==> src/inc/clock_startup_pkg.sv <==
package clock_startup_pkg;

    // counter width, wide enough for the longest delay
    localparam int unsigned COUNT_W = 17;

    // fuse register layout; a stored one means unprogrammed
    localparam int unsigned FUSE_SRC_LSB = 0;
    localparam int unsigned FUSE_SUT_LSB = 4;
    localparam int unsigned FUSE_OPT_BIT = 6;
    localparam logic [31:0] FUSE_RESET = 32'h00000061;

    // control register layout
    localparam int unsigned CTRL_MODE_LSB = 0;
    localparam int unsigned CTRL_SLEEP_BIT = 3;
    localparam int unsigned CTRL_ASYNC_BIT = 4;
    localparam int unsigned CTRL_CONV_BIT = 5;

    // status register layout
    localparam int unsigned STAT_STATE_LSB = 0;
    localparam int unsigned STAT_KIND_LSB = 4;
    localparam int unsigned STAT_RANGE_LSB = 7;
    localparam int unsigned STAT_SWING_BIT = 10;
    localparam int unsigned STAT_CAPS_BIT = 11;
    localparam int unsigned STAT_RSVD_BIT = 12;
    localparam int unsigned STAT_RUN_BIT = 13;

    // register byte offsets
    localparam logic [7:0] ADDR_FUSE = 8'h00;
    localparam logic [7:0] ADDR_CTRL = 8'h04;
    localparam logic [7:0] ADDR_STATUS = 8'h08;
    localparam logic [7:0] ADDR_TARGET = 8'h0c;

    localparam logic [1:0] RESP_OKAY = 2'h0;
    localparam logic [1:0] RESP_SLVERR = 2'h2;

    // clock source select boundaries
    localparam logic [3:0] SEL_CRYSTAL_MIN = 4'ha;
    localparam logic [3:0] SEL_LOWFREQ = 4'h9;
    localparam logic [3:0] SEL_EXT_RC_MIN = 4'h5;
    localparam logic [3:0] SEL_INT_RC_MIN = 4'h1;

    // decoded source kinds
    localparam logic [2:0] SRC_CRYSTAL = 3'h0;
    localparam logic [2:0] SRC_LOWFREQ = 3'h1;
    localparam logic [2:0] SRC_EXT_RC = 3'h2;
    localparam logic [2:0] SRC_INT_RC = 3'h3;
    localparam logic [2:0] SRC_EXT_CLK = 3'h4;

    // sleep modes
    localparam logic [2:0] MODE_IDLE = 3'h0;
    localparam logic [2:0] MODE_NOISE = 3'h1;
    localparam logic [2:0] MODE_POWER_DOWN = 3'h2;
    localparam logic [2:0] MODE_POWER_SAVE = 3'h3;
    localparam logic [2:0] MODE_STANDBY = 3'h4;

    // reset delay codes and short counts
    localparam logic [1:0] DELAY_NONE = 2'h0;
    localparam logic [1:0] DELAY_SHORT = 2'h1;
    localparam logic [1:0] DELAY_LONG = 2'h2;
    localparam logic [16:0] CYC_258 = 17'h00102;
    localparam logic [16:0] CYC_1K = 17'h00400;
    localparam logic [16:0] CYC_4K = 17'h01000;
    localparam logic [16:0] CYC_ONE = 17'h00001;

    typedef enum logic [3:0] {
        st_source_count = 4'h1,
        st_reset_delay = 4'h2,
        st_run = 4'h4,
        st_sleep = 4'h8
    } startup_state_t;

endpackage

==> src/design/clock_source_startup_control.sv <==
// Contract
// RL1: decode four fuse bits into clock source kind
// RL2: fuse bit one means unprogrammed, zero programmed
// RL3: deep sleep wake counts source cycles first
// RL4: reset start adds watchdog-timed delay
// RL5: short delay 4096, long delay 65536 watchdog cycles
// RL6: delivered fuses 0001 and 10
// RL7: crystal range from upper three select bits
// RL8: option fuse picks full or reduced swing
// RL9: crystal low group start-up table
// RL10: crystal high group start-up table
// RL11: 258-cycle options only for resonators, slow use
// RL12: watch crystal code 1001, option adds load caps
// RL13: watch crystal start-up table, code 11 reserved
// RL14: core clock stops all core work
// RL15: peripheral clock; async interrupts still detected
// RL16: two-wire address match works clock halted
// RL17: program memory clock follows core clock
// RL18: async timer clock only on internal oscillator
// RL19: converter clock runs while core clocks halted
// RL20: sleep mode selects which clocks gate
// RL21: resonator limited to 8 or 16 MHz
// RL22: release core and peripheral clocks together
//
// Chosen here: the AXI4-Lite slave port and the placing of the registers.
module clock_source_startup_control #(
    parameter int unsigned ADDR_W = 8,
    parameter logic [16:0] LONG_DELAY_CYCLES = 17'h10000,
    parameter logic [16:0] CRYSTAL_LONG_CYCLES = 17'h04000,
    parameter logic [16:0] LOWFREQ_LONG_CYCLES = 17'h08000,
    parameter logic [16:0] OTHER_SOURCE_CYCLES = 17'h00006
) (
    input wire logic aclk, // system clock
    input wire logic aresetn, // synchronous reset, active low
    input wire logic [ADDR_W-1:0] awaddr, // write address
    input wire logic awvalid, // write address valid
    output logic awready, // write address ready
    input wire logic [31:0] wdata, // write data
    input wire logic [3:0] wstrb, // write byte strobes
    input wire logic wvalid, // write data valid
    output logic wready, // write data ready
    output logic [1:0] bresp, // write response
    output logic bvalid, // write response valid
    input wire logic bready, // write response ready
    input wire logic [ADDR_W-1:0] araddr, // read address
    input wire logic arvalid, // read address valid
    output logic arready, // read address ready
    output logic [31:0] rdata, // read data
    output logic [1:0] rresp, // read response
    output logic rvalid, // read data valid
    input wire logic rready, // read data ready
    input wire logic source_osc_in, // selected source, squared
    input wire logic watchdog_osc_in, // watchdog oscillator
    input wire logic ext_int_async, // async external interrupt
    input wire logic twi_addr_match, // two-wire address match
    output logic core_clock_en, // core clock gate
    output logic peripheral_clock_en, // peripheral clock gate
    output logic program_memory_clock_en, // program memory gate
    output logic async_timer_clock_en, // async timer clock gate
    output logic converter_clock_en, // converter clock gate
    output logic oscillator_en, // main oscillator running
    output logic full_swing, // rail-to-rail amplifier
    output logic [2:0] amp_range, // crystal amplifier range
    output logic load_caps_en // internal load capacitors
);

    // decode select fuses into a source kind
    function automatic logic [2:0] decode_kind(input logic [3:0] sel);
        if (sel >= clock_startup_pkg::SEL_CRYSTAL_MIN)
            return clock_startup_pkg::SRC_CRYSTAL;
        else if (sel == clock_startup_pkg::SEL_LOWFREQ)
            return clock_startup_pkg::SRC_LOWFREQ;
        else if (sel >= clock_startup_pkg::SEL_EXT_RC_MIN)
            return clock_startup_pkg::SRC_EXT_RC;
        else if (sel >= clock_startup_pkg::SEL_INT_RC_MIN)
            return clock_startup_pkg::SRC_INT_RC;
        else
            return clock_startup_pkg::SRC_EXT_CLK;
    endfunction

    // source cycles to wait before the clocks may run
    function automatic logic [16:0] source_cycles(input logic [2:0] kind,
        input logic grp, input logic [1:0] sut);
        if (kind == clock_startup_pkg::SRC_CRYSTAL)
        begin
            if (!grp)
                return sut[1] ? clock_startup_pkg::CYC_1K
                              : clock_startup_pkg::CYC_258;
            else
                return (sut == 2'h0) ? clock_startup_pkg::CYC_1K
                                     : CRYSTAL_LONG_CYCLES;
        end
        else if (kind == clock_startup_pkg::SRC_LOWFREQ)
            return sut[1] ? LOWFREQ_LONG_CYCLES : clock_startup_pkg::CYC_1K;
        else
            return OTHER_SOURCE_CYCLES;
    endfunction

    // extra delay after reset, in watchdog cycles
    function automatic logic [1:0] delay_code(input logic [2:0] kind,
        input logic grp, input logic [1:0] sut);
        logic [3:0] key;
        key = {grp, sut, 1'b0};
        if (kind == clock_startup_pkg::SRC_CRYSTAL)
        begin
            case (key[3:1])
                3'h0: return clock_startup_pkg::DELAY_SHORT;
                3'h1: return clock_startup_pkg::DELAY_LONG;
                3'h2: return clock_startup_pkg::DELAY_NONE;
                3'h3: return clock_startup_pkg::DELAY_SHORT;
                3'h4: return clock_startup_pkg::DELAY_LONG;
                3'h5: return clock_startup_pkg::DELAY_NONE;
                3'h6: return clock_startup_pkg::DELAY_SHORT;
                default: return clock_startup_pkg::DELAY_LONG;
            endcase
        end
        else if (kind == clock_startup_pkg::SRC_LOWFREQ)
            return (sut == 2'h0) ? clock_startup_pkg::DELAY_SHORT
                                 : clock_startup_pkg::DELAY_LONG;
        else
        begin
            case (sut)
                2'h0: return clock_startup_pkg::DELAY_NONE;
                2'h2: return clock_startup_pkg::DELAY_LONG;
                default: return clock_startup_pkg::DELAY_SHORT;
            endcase
        end
    endfunction

    clock_startup_pkg::startup_state_t state;
    clock_startup_pkg::startup_state_t next_state;
    logic [31:0] fuse_reg;
    logic [2:0] sleep_mode;
    logic async_enable;
    logic conv_enable;
    logic sleep_req;
    logic from_reset;
    logic [16:0] cycle_count;
    logic [16:0] next_count;
    logic [3:0] sync_1;
    logic [3:0] sync_2;
    logic [1:0] tick_prev;
    logic [ADDR_W-1:0] wr_addr;
    logic [31:0] wr_data;
    logic wr_byte0;
    logic reserved_code;

    // two-flop synchronisers on every pin input
    always_ff @(posedge aclk)
    begin
        if (!aresetn)
        begin
            sync_1 <= 4'h0;
            sync_2 <= 4'h0;
            tick_prev <= 2'h0;
        end
        else
        begin
            sync_1 <= {twi_addr_match, ext_int_async, watchdog_osc_in,
                       source_osc_in};
            sync_2 <= sync_1;
            tick_prev <= sync_2[1:0];
        end
    end

    // rising edges of the two counted oscillators
    wire src_tick = sync_2[0] & ~tick_prev[0];
    wire wdt_tick = sync_2[1] & ~tick_prev[1];
    // async wake paths do not need the peripheral clock running
    wire wake = sync_2[2] | sync_2[3]; // RL15 RL16

    // fuse field decode; option reads zero when programmed
    wire [3:0] src_sel = fuse_reg[clock_startup_pkg::FUSE_SRC_LSB +: 4];
    wire [1:0] sut = fuse_reg[clock_startup_pkg::FUSE_SUT_LSB +: 2];
    wire opt_programmed = ~fuse_reg[clock_startup_pkg::FUSE_OPT_BIT]; // RL2
    wire [2:0] kind = decode_kind(src_sel); // RL1
    wire is_crystal = (kind == clock_startup_pkg::SRC_CRYSTAL);
    wire is_lowfreq = (kind == clock_startup_pkg::SRC_LOWFREQ);
    wire [16:0] src_target =
        source_cycles(kind, src_sel[0], sut); // RL9 RL10 RL13
    wire [1:0] dcode = delay_code(kind, src_sel[0], sut); // RL9 RL10 RL13
    // selecting the delay table entry by watchdog count
    wire [16:0] delay_target =
        (dcode == clock_startup_pkg::DELAY_LONG) ? LONG_DELAY_CYCLES :
        clock_startup_pkg::CYC_4K; // RL5
    wire in_delay = (state == clock_startup_pkg::st_reset_delay);
    wire [16:0] target = in_delay ? delay_target : src_target;
    wire [16:0] target_m1 = target - clock_startup_pkg::CYC_ONE;
    wire tick = in_delay ? wdt_tick : src_tick; // RL4
    wire count_done = tick && (cycle_count == target_m1);
    wire deep_mode = (sleep_mode == clock_startup_pkg::MODE_POWER_DOWN) ||
                     (sleep_mode == clock_startup_pkg::MODE_POWER_SAVE);

    // start-up sequencer
    always_comb
    begin
        next_state = state;
        case (state)
            clock_startup_pkg::st_source_count:
                if (count_done)
                    next_state = (from_reset &&
                        dcode != clock_startup_pkg::DELAY_NONE)
                        ? clock_startup_pkg::st_reset_delay // RL4
                        : clock_startup_pkg::st_run; // RL22
            clock_startup_pkg::st_reset_delay:
                if (count_done)
                    next_state = clock_startup_pkg::st_run; // RL22
            clock_startup_pkg::st_run:
                if (sleep_req)
                    next_state = clock_startup_pkg::st_sleep;
            clock_startup_pkg::st_sleep:
                if (wake)
                    next_state = deep_mode
                        ? clock_startup_pkg::st_source_count // RL3
                        : clock_startup_pkg::st_run;
            default:
                next_state = clock_startup_pkg::st_source_count;
        endcase
    end

    // counter restarts whenever the sequencer moves
    assign next_count = (next_state != state) ? 17'h00000 :
                        tick ? cycle_count + clock_startup_pkg::CYC_ONE :
                        cycle_count;

    // gating per sleep mode; oscillator off in the deepest modes
    wire n_run = (next_state == clock_startup_pkg::st_run);
    wire n_sleep = (next_state == clock_startup_pkg::st_sleep);
    wire m_idle = (sleep_mode == clock_startup_pkg::MODE_IDLE);
    wire m_noise = (sleep_mode == clock_startup_pkg::MODE_NOISE);
    wire m_save = (sleep_mode == clock_startup_pkg::MODE_POWER_SAVE);
    wire next_core = n_run; // RL14 RL22
    wire next_periph = n_run | (n_sleep & m_idle); // RL20 RL22
    wire next_conv = conv_enable &
        (n_run | (n_sleep & (m_idle | m_noise))); // RL19
    // a 32 kHz timer crystal needs a much faster main clock
    wire async_ok = async_enable &&
        (kind == clock_startup_pkg::SRC_INT_RC); // RL18
    wire next_async = async_ok &
        (n_run | (n_sleep & (m_idle | m_noise | m_save))); // RL20
    wire next_osc = ~(n_sleep & deep_mode);

    always_ff @(posedge aclk)
    begin
        if (!aresetn)
        begin
            state <= clock_startup_pkg::st_source_count;
            cycle_count <= 17'h00000;
            from_reset <= 1'b1;
            core_clock_en <= 1'b0;
            program_memory_clock_en <= 1'b0;
            peripheral_clock_en <= 1'b0;
            converter_clock_en <= 1'b0;
            async_timer_clock_en <= 1'b0;
            oscillator_en <= 1'b1;
        end
        else
        begin
            state <= next_state;
            cycle_count <= next_count; // RL3 RL5
            from_reset <= from_reset & ~n_run;
            core_clock_en <= next_core; // RL14
            program_memory_clock_en <= next_core; // RL17
            peripheral_clock_en <= next_periph; // RL15
            converter_clock_en <= next_conv; // RL19
            async_timer_clock_en <= next_async; // RL18
            oscillator_en <= next_osc; // RL20
        end
    end

    // amplifier and capacitor controls from the fuses
    always_ff @(posedge aclk)
    begin
        if (!aresetn)
        begin
            full_swing <= 1'b0;
            amp_range <= 3'h0;
            load_caps_en <= 1'b0;
            reserved_code <= 1'b0;
        end
        else
        begin
            full_swing <= opt_programmed; // RL8
            amp_range <= is_crystal ? src_sel[3:1] : 3'h0; // RL7
            load_caps_en <= is_lowfreq & opt_programmed; // RL12
            reserved_code <= is_lowfreq && (sut == 2'h3); // RL13
        end
    end

    // write path: address and data taken in either order
    wire aw_hs = awvalid & awready;
    wire w_hs = wvalid & wready;
    wire wr_fire = ~awready & ~wready & ~bvalid;
    wire wr_fuse = (wr_addr == clock_startup_pkg::ADDR_FUSE);
    wire wr_ctrl = (wr_addr == clock_startup_pkg::ADDR_CTRL);
    wire wr_ro = (wr_addr == clock_startup_pkg::ADDR_STATUS) ||
                 (wr_addr == clock_startup_pkg::ADDR_TARGET);
    wire wr_ok = wr_fuse | wr_ctrl | wr_ro;

    always_ff @(posedge aclk)
    begin
        if (!aresetn)
        begin
            awready <= 1'b1;
            wready <= 1'b1;
            bvalid <= 1'b0;
            bresp <= clock_startup_pkg::RESP_OKAY;
            wr_addr <= '0;
            wr_data <= 32'h00000000;
            wr_byte0 <= 1'b0;
        end
        else
        begin
            if (aw_hs)
            begin
                wr_addr <= awaddr;
                awready <= 1'b0;
            end
            if (w_hs)
            begin
                wr_data <= wdata;
                wr_byte0 <= wstrb[0];
                wready <= 1'b0;
            end
            if (wr_fire)
            begin
                bvalid <= 1'b1;
                bresp <= wr_ok ? clock_startup_pkg::RESP_OKAY
                               : clock_startup_pkg::RESP_SLVERR;
            end
            if (bvalid && bready)
            begin
                bvalid <= 1'b0;
                awready <= 1'b1;
                wready <= 1'b1;
            end
        end
    end

    // fuse and control storage; sleep request wins over its clear
    wire do_fuse = wr_fire & wr_fuse & wr_byte0;
    wire do_ctrl = wr_fire & wr_ctrl & wr_byte0;
    wire set_sleep = do_ctrl & wr_data[clock_startup_pkg::CTRL_SLEEP_BIT];

    always_ff @(posedge aclk)
    begin
        if (!aresetn)
        begin
            fuse_reg <= clock_startup_pkg::FUSE_RESET; // RL6
            sleep_mode <= clock_startup_pkg::MODE_IDLE;
            async_enable <= 1'b0;
            conv_enable <= 1'b0;
            sleep_req <= 1'b0;
        end
        else
        begin
            if (do_fuse)
                fuse_reg <= {25'h0000000, wr_data[6:0]};
            if (do_ctrl)
            begin
                sleep_mode <= wr_data[clock_startup_pkg::CTRL_MODE_LSB +: 3];
                async_enable <= wr_data[clock_startup_pkg::CTRL_ASYNC_BIT];
                conv_enable <= wr_data[clock_startup_pkg::CTRL_CONV_BIT];
            end
            sleep_req <= set_sleep | (sleep_req & ~n_sleep); // RL20
        end
    end

    // read path: one cycle after the address is taken
    wire [31:0] ctrl_rd = {26'h0000000, conv_enable, async_enable,
                           sleep_req, sleep_mode};
    wire [31:0] status_rd = {18'h00000, n_run, reserved_code,
                             load_caps_en, full_swing, amp_range, kind,
                             state};
    wire rd_fuse = (araddr == clock_startup_pkg::ADDR_FUSE);
    wire rd_ctrl = (araddr == clock_startup_pkg::ADDR_CTRL);
    wire rd_stat = (araddr == clock_startup_pkg::ADDR_STATUS);
    wire rd_targ = (araddr == clock_startup_pkg::ADDR_TARGET);
    wire [31:0] rd_mux = rd_fuse ? fuse_reg :
                         rd_ctrl ? ctrl_rd :
                         rd_stat ? status_rd :
                         rd_targ ? {15'h0000, target} : 32'h00000000;

    always_ff @(posedge aclk)
    begin
        if (!aresetn)
        begin
            arready <= 1'b1;
            rvalid <= 1'b0;
            rdata <= 32'h00000000;
            rresp <= clock_startup_pkg::RESP_OKAY;
        end
        else if (arvalid && arready)
        begin
            arready <= 1'b0;
            rvalid <= 1'b1;
            rdata <= rd_mux;
            rresp <= (rd_fuse | rd_ctrl | rd_stat | rd_targ)
                ? clock_startup_pkg::RESP_OKAY
                : clock_startup_pkg::RESP_SLVERR;
        end
        else if (rvalid && rready)
        begin
            rvalid <= 1'b0;
            arready <= 1'b1;
        end
    end
endmodule // clock_source_startup_control

==> config.mk <==
export PLATFORM = sky130hd
export DESIGN_NAME = clock_source_startup_control
export DESIGN_NICKNAME = d
export VERILOG_FILES = /design/src/inc/clock_startup_pkg.sv /design/src/design/clock_source_startup_control.sv
export SDC_FILE = /design/constraint.sdc
export NUM_CORES = 1
export LEC_CHECK = 0
export ABC_AREA = 1
export BUFFER_PORTS_ARGS = -buffer_cell sky130_fd_sc_hd__buf_2
export CAP_MARGIN = 20
export CORE_UTILIZATION = 30
export DETAILED_ROUTE_END_ITERATION = 8
export PLACE_DENSITY = 0.59
export SLEW_MARGIN = 5
export SYNTH_ARGS = -nofsm -noshare
export SYNTH_HDL_FRONTEND = slang
export SYNTH_SLANG_ARGS = --single-unit
==> constraint.sdc <==
create_clock -name aclk -period 8.5 [get_ports aclk]
set_input_delay 1.7 -clock aclk [delete_from_list [all_inputs] [get_ports aclk]]
set_output_delay 1.7 -clock aclk [all_outputs]
set_load 0.01 [all_outputs]
==> results.sh, run 1 <==
export IMPL_end_kind="register"
export IMPL_cpMaxStageDelayCell="dfxtp_1"
export IMPL_antenna_found_initial=0
export IMPL_power_frac_clock_pct=42.7
export IMPL_cts_buffer_depth=2
export IMPL_worst_setup_path_type="reg2reg"
export IMPL_synth_flop_cell="dfxtp_1"
export IMPL_cts_sinks=96
export IMPL_final_setup_tns_ns=0
export IMPL_numCtsBuffers=9
export IMPL_ir_drop_uv=87.0
export IMPL_port_buffers=69
export IMPL_ys_ff_latch=96
export IMPL_start_util_pct=30.8
export IMPL_power_density_mw_per_mm2=165
export IMPL_rsz0062_at_grt="no"
export IMPL_synthesis_area_mm2=0.00490
export IMPL_routed_wl_mm=11.2
export IMPL_dp_slack_ns=4.49
export IMPL_critPathMostFrequentCell="nand2_1"
export IMPL_outcome="complete, no violations"
export IMPL_worst_pin_slew_ns=0.906
export IMPL_relSlewSlack_pct=39.5
export IMPL_period_needed_ns=3.72
export IMPL_viasPerCell=4.44
export IMPL_switching_power_uw=243
export IMPL_final_setup_viol_count=0
export IMPL_pwr_share_seq_pct=50.4
export IMPL_ctsHoldBuffers=0
export IMPL_period_share_pct=43.7
export IMPL_finalHoldViolCount=0
export IMPL_die_y_um=130
export IMPL_crit_path_start_kind="register"
export IMPL_clk_pin_slew_ns=0.07
export IMPL_fmax_mhz=269
export IMPL_die_area_mm2=0.0168
export IMPL_yosysUniqueCellTypes=40
export IMPL_hold_path_class="reg2reg"
export IMPL_power_internal_uw=692
export IMPL_firstDrtPassIters=4
export IMPL_diodes=0
export IMPL_drcViolationCount=0
export IMPL_cp_num_buf_inv=2
export IMPL_leakage_nw=2.54
export IMPL_grt_use_total_pct=14.1
export IMPL_grt_ovfl_total=0
export IMPL_combPwrFrac_pct=6.9
export IMPL_core_region_area_mm2=0.0159
export IMPL_fin_skew_ns=0.0113
export IMPL_yosys_top_cells_area="dfxtp_1, nand2_1, inv_1"
export IMPL_drtIter0Drc=191
export IMPL_wl_per_cell_um=11.7
export IMPL_cp_slowest_stage_delay_ns=0.35
export IMPL_gp_congestion=0.775
export IMPL_synth_edf_count=0
export IMPL_seq_area_frac_synth_pct=39.2
export IMPL_synthCells=674
export IMPL_finalMaxSlewViolations=0
export IMPL_critPathArrivalTime_ns=3.99
export IMPL_max_cap_violations=0
export IMPL_nets=802
export IMPL_cts_setup_buffers=0
export IMPL_top_level_ports=115
export IMPL_ctsResizeCount=0
export IMPL_hpwlAfterDp_mm=8.23
export IMPL_clock_latency_ns=0.35
export IMPL_htree_levels=3
export IMPL_grt_max_degree=56
export IMPL_top_regs="cycle_count x17, rdata x17, wr_addr x8"
export IMPL_swShare_pct=26.0
export IMPL_area_growth_pct=15.4
export IMPL_drive_gt1_share_pct=18.9
export IMPL_crit_chain="inv_1 > nand2_1 > nand2_1 > nand3_1 > ha_1 > ha_1 > inv_1 > nand2_1 > nand2_1 > nor2_1 > nand2_1 > a21oi_1 > nand4_1 > nor2_1 > nand2_1 > nor2_1 > nand3_1 > nor2_1 > nand4_1 > nand2_1 > nand2_2 > nand2_2 > nand3_4 > nor2_1"
export IMPL_fin_ws_ns=4.78
export IMPL_worst_ep_required_time_ns=8.77
export IMPL_synthArstFlopShare_pct=0
export IMPL_synth_top_area_share_pct=39.2
export IMPL_ant_nets=0
export IMPL_yosysTopAreaCell="dfxtp_1"
export IMPL_die_x_um=130
export IMPL_avgSynthCellArea_um2=7.27
export IMPL_cts_tree="done"
export IMPL_grt_pass1_vias=3870
export IMPL_n_fill_cell=1763
export IMPL_yosysWarnings=0
export IMPL_path_max_fanout=17
export IMPL_vias=4245
export IMPL_crit_family="simple AND/OR/NAND/NOR gates"
export IMPL_root_buffer="clkbuf_16"
export IMPL_num_rows=46
export IMPL_grt_pass1_wl_mm=18.7
final timing paths:
kind                             startpoint               to  depth (start not counted)  slack, ns
worst min-delay path              sync_1[3]        sync_2[3]                          2       0.41
worst max register to register  fuse_reg[1]  cycle_count[16]                         24       4.78
worst max-delay path            fuse_reg[1]  cycle_count[16]                         24       4.78
worst min register to register    sync_1[3]        sync_2[3]                          2       0.41
worst register-to-register path: cells and delay by family, from the launching register on:
kind | cells | cell delay (ns)
fa+ha+maj | 2 | 0.69
flops | 1 | 0.35
buf+inv | 2 | 0.20
simple gates | 19 | 2.25
compound gates | 1 | 0.14
cell usage after synthesis (all sizes together) (2+ instances only):
cell type,n
a21oi,49
a31oi,7
o21ai,43
ha,3
nand3,41
dfxtp,96
clkbuf,13
nor2,87
nand2,133
a22oi,2
nor4,6
o211ai,5
inv,100
nor3,23
nand4,16
o22ai,2
a211oi,4
xor2,15
buf,22
cells by family after synthesis:
kind of cell,count (synthesis),synth area share [%]
XOR/XNOR,16,2.86
adder cells (fa/ha/maj),3,0.766
other,1,0.0766
flip-flops,96,39.2
AO/OA/AOI/OAI,116,12.9
AND/OR/NAND/NOR,307,32.1
buffers and inverters,135,12.1
area by class of cell:
class                      instances  area (um^2)  area share [%]
tap                              216          270            4.78
multi-input combinational        459         2440            43.2
clock buffer                      10          229            4.05
inverter                         100          375            6.64
sequential                        96         1920            34.0
timing repair buffer              70          353            6.24
clock inverter                     6         60.1            1.06
power by group through the flow:
stage               Clock, mW  Sequential [mW]  Combinational [mW]
global route            0.429            0.473              0.0749
global placement            0            0.481              0.0647
finish                  0.400            0.471              0.0646
floorplan                   0            0.482              0.0482
detailed placement          0            0.482              0.0655
CTS                     0.412            0.471              0.0656
stage by stage:
| stage | hold WS (ns) | instances | power, mW | cell area (um^2) | util [%] |
|---|---|---|---|---|---|
| final | 0.414 | 957 | 0.935 | 5650 | 35.6 |
| after global routing | 0.433 | 957 | 0.977 | 5650 | 35.6 |
| after CTS | 0.416 | 957 | 0.948 | 5650 | 35.6 |
| after detailed placement | 0.399 | 941 | 0.547 | 5360 | 33.8 |
| after global placement | 0.395 | 941 | 0.546 | 5360 | 33.8 |
| after floorplan | 0.390 | 690 | 0.530 | 4960 | - |
cells in the final DEF (no fill, tap or decap), types with 5 or more instances in the layout:
master / n
o211ai_1: 5
nor3_1: 21
a21oi_1: 49
nor2_4: 13
nor4_1: 6
nand2_2: 13
a31oi_1: 7
nor2_1: 67
dfxtp_1: 96
nand4_1: 15
xor2_1: 15
o21ai_0: 40
inv_1: 92
buf_2: 69
nand2_1: 116
conb_1: 17
nand3_1: 35
clkbuf_16: 9
inv_2: 8
layer usage:
layer  up-vias  track usage, %  share of wire (%)
met5         -               0                  0
met4         0            3.90                1.1
met3         8            3.40                3.6
met2        82            22.7                 45
met1      1871            18.8                 50
li1       2284               -                  -
Note: power is estimated with default switching activity, not from simulation.
==> run 2: changes to the inputs <==
==> constraint.sdc (replaced) <==
create_clock -name aclk -period 3.9 [get_ports aclk]
set_input_delay 0.78 -clock aclk [delete_from_list [all_inputs] [get_ports aclk]]
set_output_delay 0.78 -clock aclk [all_outputs]
set_load 0.01 [all_outputs]
==> results.sh, run 2 (synthesis results as in run 1) <==
export IMPL_rsz0062_at_grt="no"
export IMPL_vias=4282
export IMPL_core_region_area_mm2=0.0159
export IMPL_worst_setup_path_type="reg2reg"
export IMPL_grt_max_degree=55
export IMPL_wl_per_cell_um=11.7
export IMPL_grt_ovfl_total=0
export IMPL_gp_congestion=0.784
export IMPL_cts_sinks=96
export IMPL_period_share_pct=86.3
export IMPL_viasPerCell=4.43
export IMPL_grt_pass1_wl_mm=18.9
export IMPL_layout_commonest_cell="nand2_1"
export IMPL_crit_path_end="cycle_count[16]"
export IMPL_critPathArrivalTime_ns=3.61
export IMPL_grt_use_total_pct=14.4
export IMPL_crit_path_start_kind="register"
export IMPL_nets=812
export IMPL_firstDrtPassIters=4
export IMPL_max_cap_violations=0
export IMPL_numCtsBuffers=9
export IMPL_worstSetupStartpoint="fuse_reg[0]"
export IMPL_worst_ep_required_time_ns=4.15
export IMPL_cts_buffer_depth=2
export IMPL_outcome="complete, no violations"
export IMPL_num_rows=46
export IMPL_start_util_pct=30.8
export IMPL_relSlewSlack_pct=48.3
export IMPL_htree_levels=3
export IMPL_root_buffer="clkbuf_16"
export IMPL_die_x_um=130
export IMPL_path_max_fanout=10
export IMPL_area_growth_pct=17.4
export IMPL_finalMaxSlewViolations=0
export IMPL_power_density_mw_per_mm2=355
export IMPL_routed_wl_mm=11.3
export IMPL_ir_drop_uv=215
export IMPL_leakage_nw=2.60
export IMPL_end_kind="register"
export IMPL_drive_gt1_share_pct=20.1
export IMPL_reg2reg_depth=23
export IMPL_worst_pin_slew_ns=0.768
export IMPL_port_buffers=69
export IMPL_drtIter0Drc=223
export IMPL_clk_pin_slew_ns=0.07
export IMPL_final_setup_tns_ns=0
export IMPL_reg2reg_slack_ns=0.54
export IMPL_ant_nets=0
export IMPL_antenna_found_initial=0
export IMPL_fin_skew_ns=0.0126
export IMPL_grt_pass1_vias=3876
export IMPL_total_power_mw=2.04
export IMPL_diodes=0
export IMPL_reg2reg_to="cycle_count[16]"
export IMPL_n_fill_cell=1729
export IMPL_hpwlAfterDp_mm=8.39
export IMPL_fmax_mhz=297
export IMPL_fin_util_pct=36.2
export IMPL_final_setup_viol_count=0
export IMPL_finalHoldViolCount=0
export IMPL_period_needed_ns=3.36
export IMPL_hold_path_class="reg2reg"
export IMPL_reg2reg_from="fuse_reg[0]"
export IMPL_clock_latency_ns=0.36
export IMPL_final_cell_mix="nand2_1, dfxtp_1, inv_1, buf_2, nor2_1"
export IMPL_die_y_um=130
export IMPL_cts_tree="done"
export IMPL_top_regs="cycle_count x17, rdata x17, wr_addr x8"
export IMPL_top_level_ports=115
export IMPL_ctsHoldBuffers=0
export IMPL_drcViolationCount=0
export IMPL_die_area_mm2=0.0168
export IMPL_min_delay_start="sync_1[3]"
-- run 2: how the worst min path moves through the flow --
stage / to / slack, ns / cells after the start
after global routing: sync_2[3] / 0.44 / 2
after CTS: sync_2[3] / 0.41 / 2
final: sync_2[3] / 0.41 / 2
after detailed placement: sync_2[3] / 0.40 / 2
after global placement: sync_2[2] / 0.39 / 2
after floorplan: sync_2[0] / 0.39 / 2
-- run 2: layout make-up --
type	instances	area (um^2)	area share, %
clock buffers	10	229	3.98
clock inverters	6	57.6	1.00
inverters	100	375	6.52
multi-input cells	459	2450	42.5
flip-flops and latches	96	1920	33.4
well taps	216	270	4.70
repair buffers	80	453	7.87
-- run 2: per-layer routing --
metal | global-route usage (%) | wire [um] | vias to the layer above
li1 | - | - | 2297
met4 | 5.47 | 162 | 0
met5 | 0 | 0 | -
met2 | 22.4 | 5080 | 84
met3 | 3.40 | 406 | 11
met1 | 19.3 | 5650 | 1890
-- run 2: through the flow --
step | worst slack [ns] | hold WS, ns | instance area, um^2 | cells
6_report | 0.535 | 0.413 | 5750 | 967
5_1_grt | 0.185 | 0.436 | 5750 | 967
4_1_cts | 0.210 | 0.415 | 5720 | 966
3_5_place_dp | 0.218 | 0.398 | 5430 | 950
3_3_place_gp | 0.256 | 0.395 | 5430 | 950
2_1_floorplan | 0.866 | 0.390 | 4960 | 690
-- run 2: worst max-delay path, stage by stage, from the launching register on --
cell and delay (ns):
dfxtp_1 0.52, nand2_1 0.14, inv_2 0.09, nand2_4 0.10, nand3_1 0.16, ha_2 0.30
ha_1 0.27, nand2_1 0.07, nand2_1 0.06, nor2_1 0.08, nand2_1 0.05, a21oi_1 0.13
nand4_1 0.09, nor2_1 0.10, nand2_1 0.06, nor2_1 0.08, nand3_1 0.07, nor2_1 0.14
nand4_1 0.10, nand2_1 0.14, nand3_1 0.13, nand3_4 0.14, buf_12 0.16, nor2_1 0.05
-- run 2: power by group --
part,switching [mW],internal (mW),leakage [nW]
Clock,0.419,0.450,0.142
Combinational,0.0951,0.0532,1.67
Sequential,0.0169,1.01,0.782
-- run 2: what timing repair did --
| action | CTS | global route |
|---|---|---|
| setup buffers | 0 | 2 |
| gates resized for setup | 0 | 1 |
| endpoints found under the setup margin | 0 | 17 |
==> run 3: changes to the inputs <==
--- a/config.mk
+++ b/config.mk
@@ -8,9 +8,10 @@
 export ABC_AREA = 1
 export BUFFER_PORTS_ARGS = -buffer_cell sky130_fd_sc_hd__buf_2
 export CAP_MARGIN = 20
-export CORE_UTILIZATION = 30
+export CORE_UTILIZATION = 54
+export CTS_BUF_LIST = sky130_fd_sc_hd__clkbuf_4 sky130_fd_sc_hd__clkbuf_8 sky130_fd_sc_hd__clkbuf_16
 export DETAILED_ROUTE_END_ITERATION = 8
-export PLACE_DENSITY = 0.59
+export PLACE_DENSITY = 0.89
 export SLEW_MARGIN = 5
 export SYNTH_ARGS = -nofsm -noshare
 export SYNTH_HDL_FRONTEND = slang
==> results.sh, run 3 (synthesis results as in run 1) <==
export IMPL_relSlewSlack_pct=46.9
export IMPL_layout_commonest_cell="nand2_1"
export IMPL_drtIter0Drc=213
export IMPL_power_internal_mw=1.37
export IMPL_dp_cells=837
export IMPL_pwr_share_seq_pct=55.5
export IMPL_top_regs="cycle_count x17, rdata x17, wr_addr x8"
export IMPL_final_cell_mix="nand2_1, dfxtp_1, inv_1, buf_2, nor2_1"
export IMPL_max_cap_violations=0
export IMPL_ctsHoldBuffers=0
export IMPL_cts_sinks=96
export IMPL_nets=807
export IMPL_ant_nets=0
export IMPL_numCtsBuffers=9
export IMPL_top_level_ports=115
export IMPL_clk_pin_slew_ns=0.10
export IMPL_antenna_found_initial=0
export IMPL_port_buffers=69
export IMPL_grt_pass1_vias=4143
export IMPL_period_needed_ns=3.52
export IMPL_hold_path_class="reg2reg"
export IMPL_clock_latency_ns=0.38
export IMPL_worst_setup_path_type="reg2reg"
export IMPL_gp_congestion=0.898
export IMPL_fmax_mhz=284
export IMPL_diodes=0
export IMPL_area_growth_pct=12.0
export IMPL_die_y_um=97.2
export IMPL_worst_ep_required_time_ns=4.17
export IMPL_grt_pass1_wl_mm=18.0
export IMPL_power_frac_clock_pct=36.7
export IMPL_grt_max_degree=55
export IMPL_combPwrFrac_pct=7.8
export IMPL_viasPerCell=5.25
export IMPL_start_util_pct=55.9
export IMPL_fin_skew_ns=0.0152
export IMPL_ir_drop_uv=258
export IMPL_outcome="complete, no violations"
export IMPL_period_share_pct=90.3
export IMPL_final_setup_tns_ns=0
export IMPL_finalHoldViolCount=0
export IMPL_path_max_fanout=17
export IMPL_worst_pin_slew_ns=0.789
export IMPL_n_fill_cell=795
export IMPL_wl_per_cell_um=12.6
export IMPL_finalMaxSlewViolations=0
export IMPL_hpwlAfterDp_mm=8.21
export IMPL_critPathArrivalTime_ns=3.79
export IMPL_cts_buffer_depth=2
export IMPL_routed_wl_mm=10.7
export IMPL_num_rows=34
export IMPL_die_x_um=97.2
export IMPL_final_setup_viol_count=0
export IMPL_grt_ovfl_total=0
export IMPL_die_area_mm2=0.00946
export IMPL_end_kind="register"
export IMPL_firstDrtPassIters=5
export IMPL_power_density_mw_per_mm2=338
export IMPL_rsz0062_at_grt="no"
export IMPL_grt_use_total_pct=23.1
export IMPL_drcViolationCount=0
export IMPL_core_region_area_mm2=0.00876
export IMPL_drive_gt1_share_pct=19.6
export IMPL_leakage_nw=2.53
export IMPL_final_instance_count_excl_fill=854
export IMPL_root_buffer="clkbuf_8"
export IMPL_switching_power_uw=484
export IMPL_htree_levels=3
export IMPL_vias=4480
export IMPL_cts_tree="done"
export IMPL_swShare_pct=26.1
export IMPL_fin_util_pct=62.6
export IMPL_timing_hold_ws_ns=0.417
export IMPL_crit_path_start_kind="register"
run 3: cell count changes in the layout (fill, tap and decap cells not counted):
cell | before | now
ha_1 | 2 | 3
clkbuf_8 | 0 | 9
buf_4 | 9 | 5
clkinvlp_4 | 0 | 1
inv_8 | 2 | 1
clkbuf_1 | 1 | 0
bufinv_16 | 0 | 1
buf_12 | 2 | 1
clkbuf_16 | 9 | 0
ha_2 | 1 | 0
run 3: worst max-delay path: stages (launching register included):
cell and delay [ns]:
dfxtp_1 0.36, inv_1 0.16, nand2_1 0.11, nand2_1 0.23, nand3_1 0.17, ha_1 0.33, ha_1 0.34, inv_1 0.04
nand2_1 0.05, nand2_1 0.06, nor2_1 0.09, nand2_1 0.06, a21oi_1 0.12, nand4_1 0.09, nor2_1 0.10, nand2_1 0.07
nor2_1 0.09, nand3_1 0.07, nor2_1 0.13, nand4_1 0.10, nand2_1 0.14, nand3_1 0.13, nand3_4 0.12, buf_12 0.18
nor2_1 0.05
run 3: per-stage QoR:
stage	setup WS, ns	power, mW	area [um^2]
after CTS	0.238	1.86	5470
final	0.377	1.85	5490
after global routing	0.102	1.94	5490
after floorplan	0.866	1.16	4960
after detailed placement	0.285	1.19	5260
after global placement	0.384	1.18	5260
run 3: worst paths after layout:
kind | start | to | slack [ns] | cells after the start
hold reg to reg | sync_1[2] | sync_2[2] | 0.42 | 2
hold / removal | sync_1[2] | sync_2[2] | 0.42 | 2
setup / recovery | fuse_reg[2] | cycle_count[5] | 0.38 | 24
setup reg to reg | fuse_reg[2] | cycle_count[5] | 0.38 | 24
run 3: cell type report:
type / count / area [um^2] / share of cell area [%]
clock buffers: 9 / 124 / 2.26
clock inverters: 7 / 83.8 / 1.53
inverters: 100 / 375 / 6.84
multi-input cells: 459 / 2440 / 44.5
flip-flops and latches: 96 / 1920 / 35.0
well taps: 108 / 135 / 2.46
repair buffers: 75 / 403 / 7.34
run 3: timing repair:
item / 4_1_cts / 5_1_grt
setup buffers: 0 / 1
endpoints found under the setup margin: 0 / 17
gates resized for setup: 0 / 0
run 3: per-layer routing:
metal | vias to the layer above | routed length [um] | track usage [%]
met4 | 0 | 204 | 8.26
met5 | - | 0 | 0
met2 | 138 | 5280 | 40.1
li1 | 2286 | - | -
met3 | 22 | 549 | 5.40
met1 | 2034 | 4690 | 27.9
run 3: power by group through the flow:
| stage | combinational (mW) | sequential, mW | clock [mW] |
|---|---|---|---|
| 2_1_floorplan | 0.105 | 1.05 | 0 |
| 3_3_place_gp | 0.136 | 1.05 | 0 |
| 3_5_place_dp | 0.142 | 1.05 | 0 |
| 4_1_cts | 0.143 | 1.03 | 0.694 |
| 5_1_grt | 0.164 | 1.03 | 0.743 |
| 6_report | 0.145 | 1.03 | 0.680 |
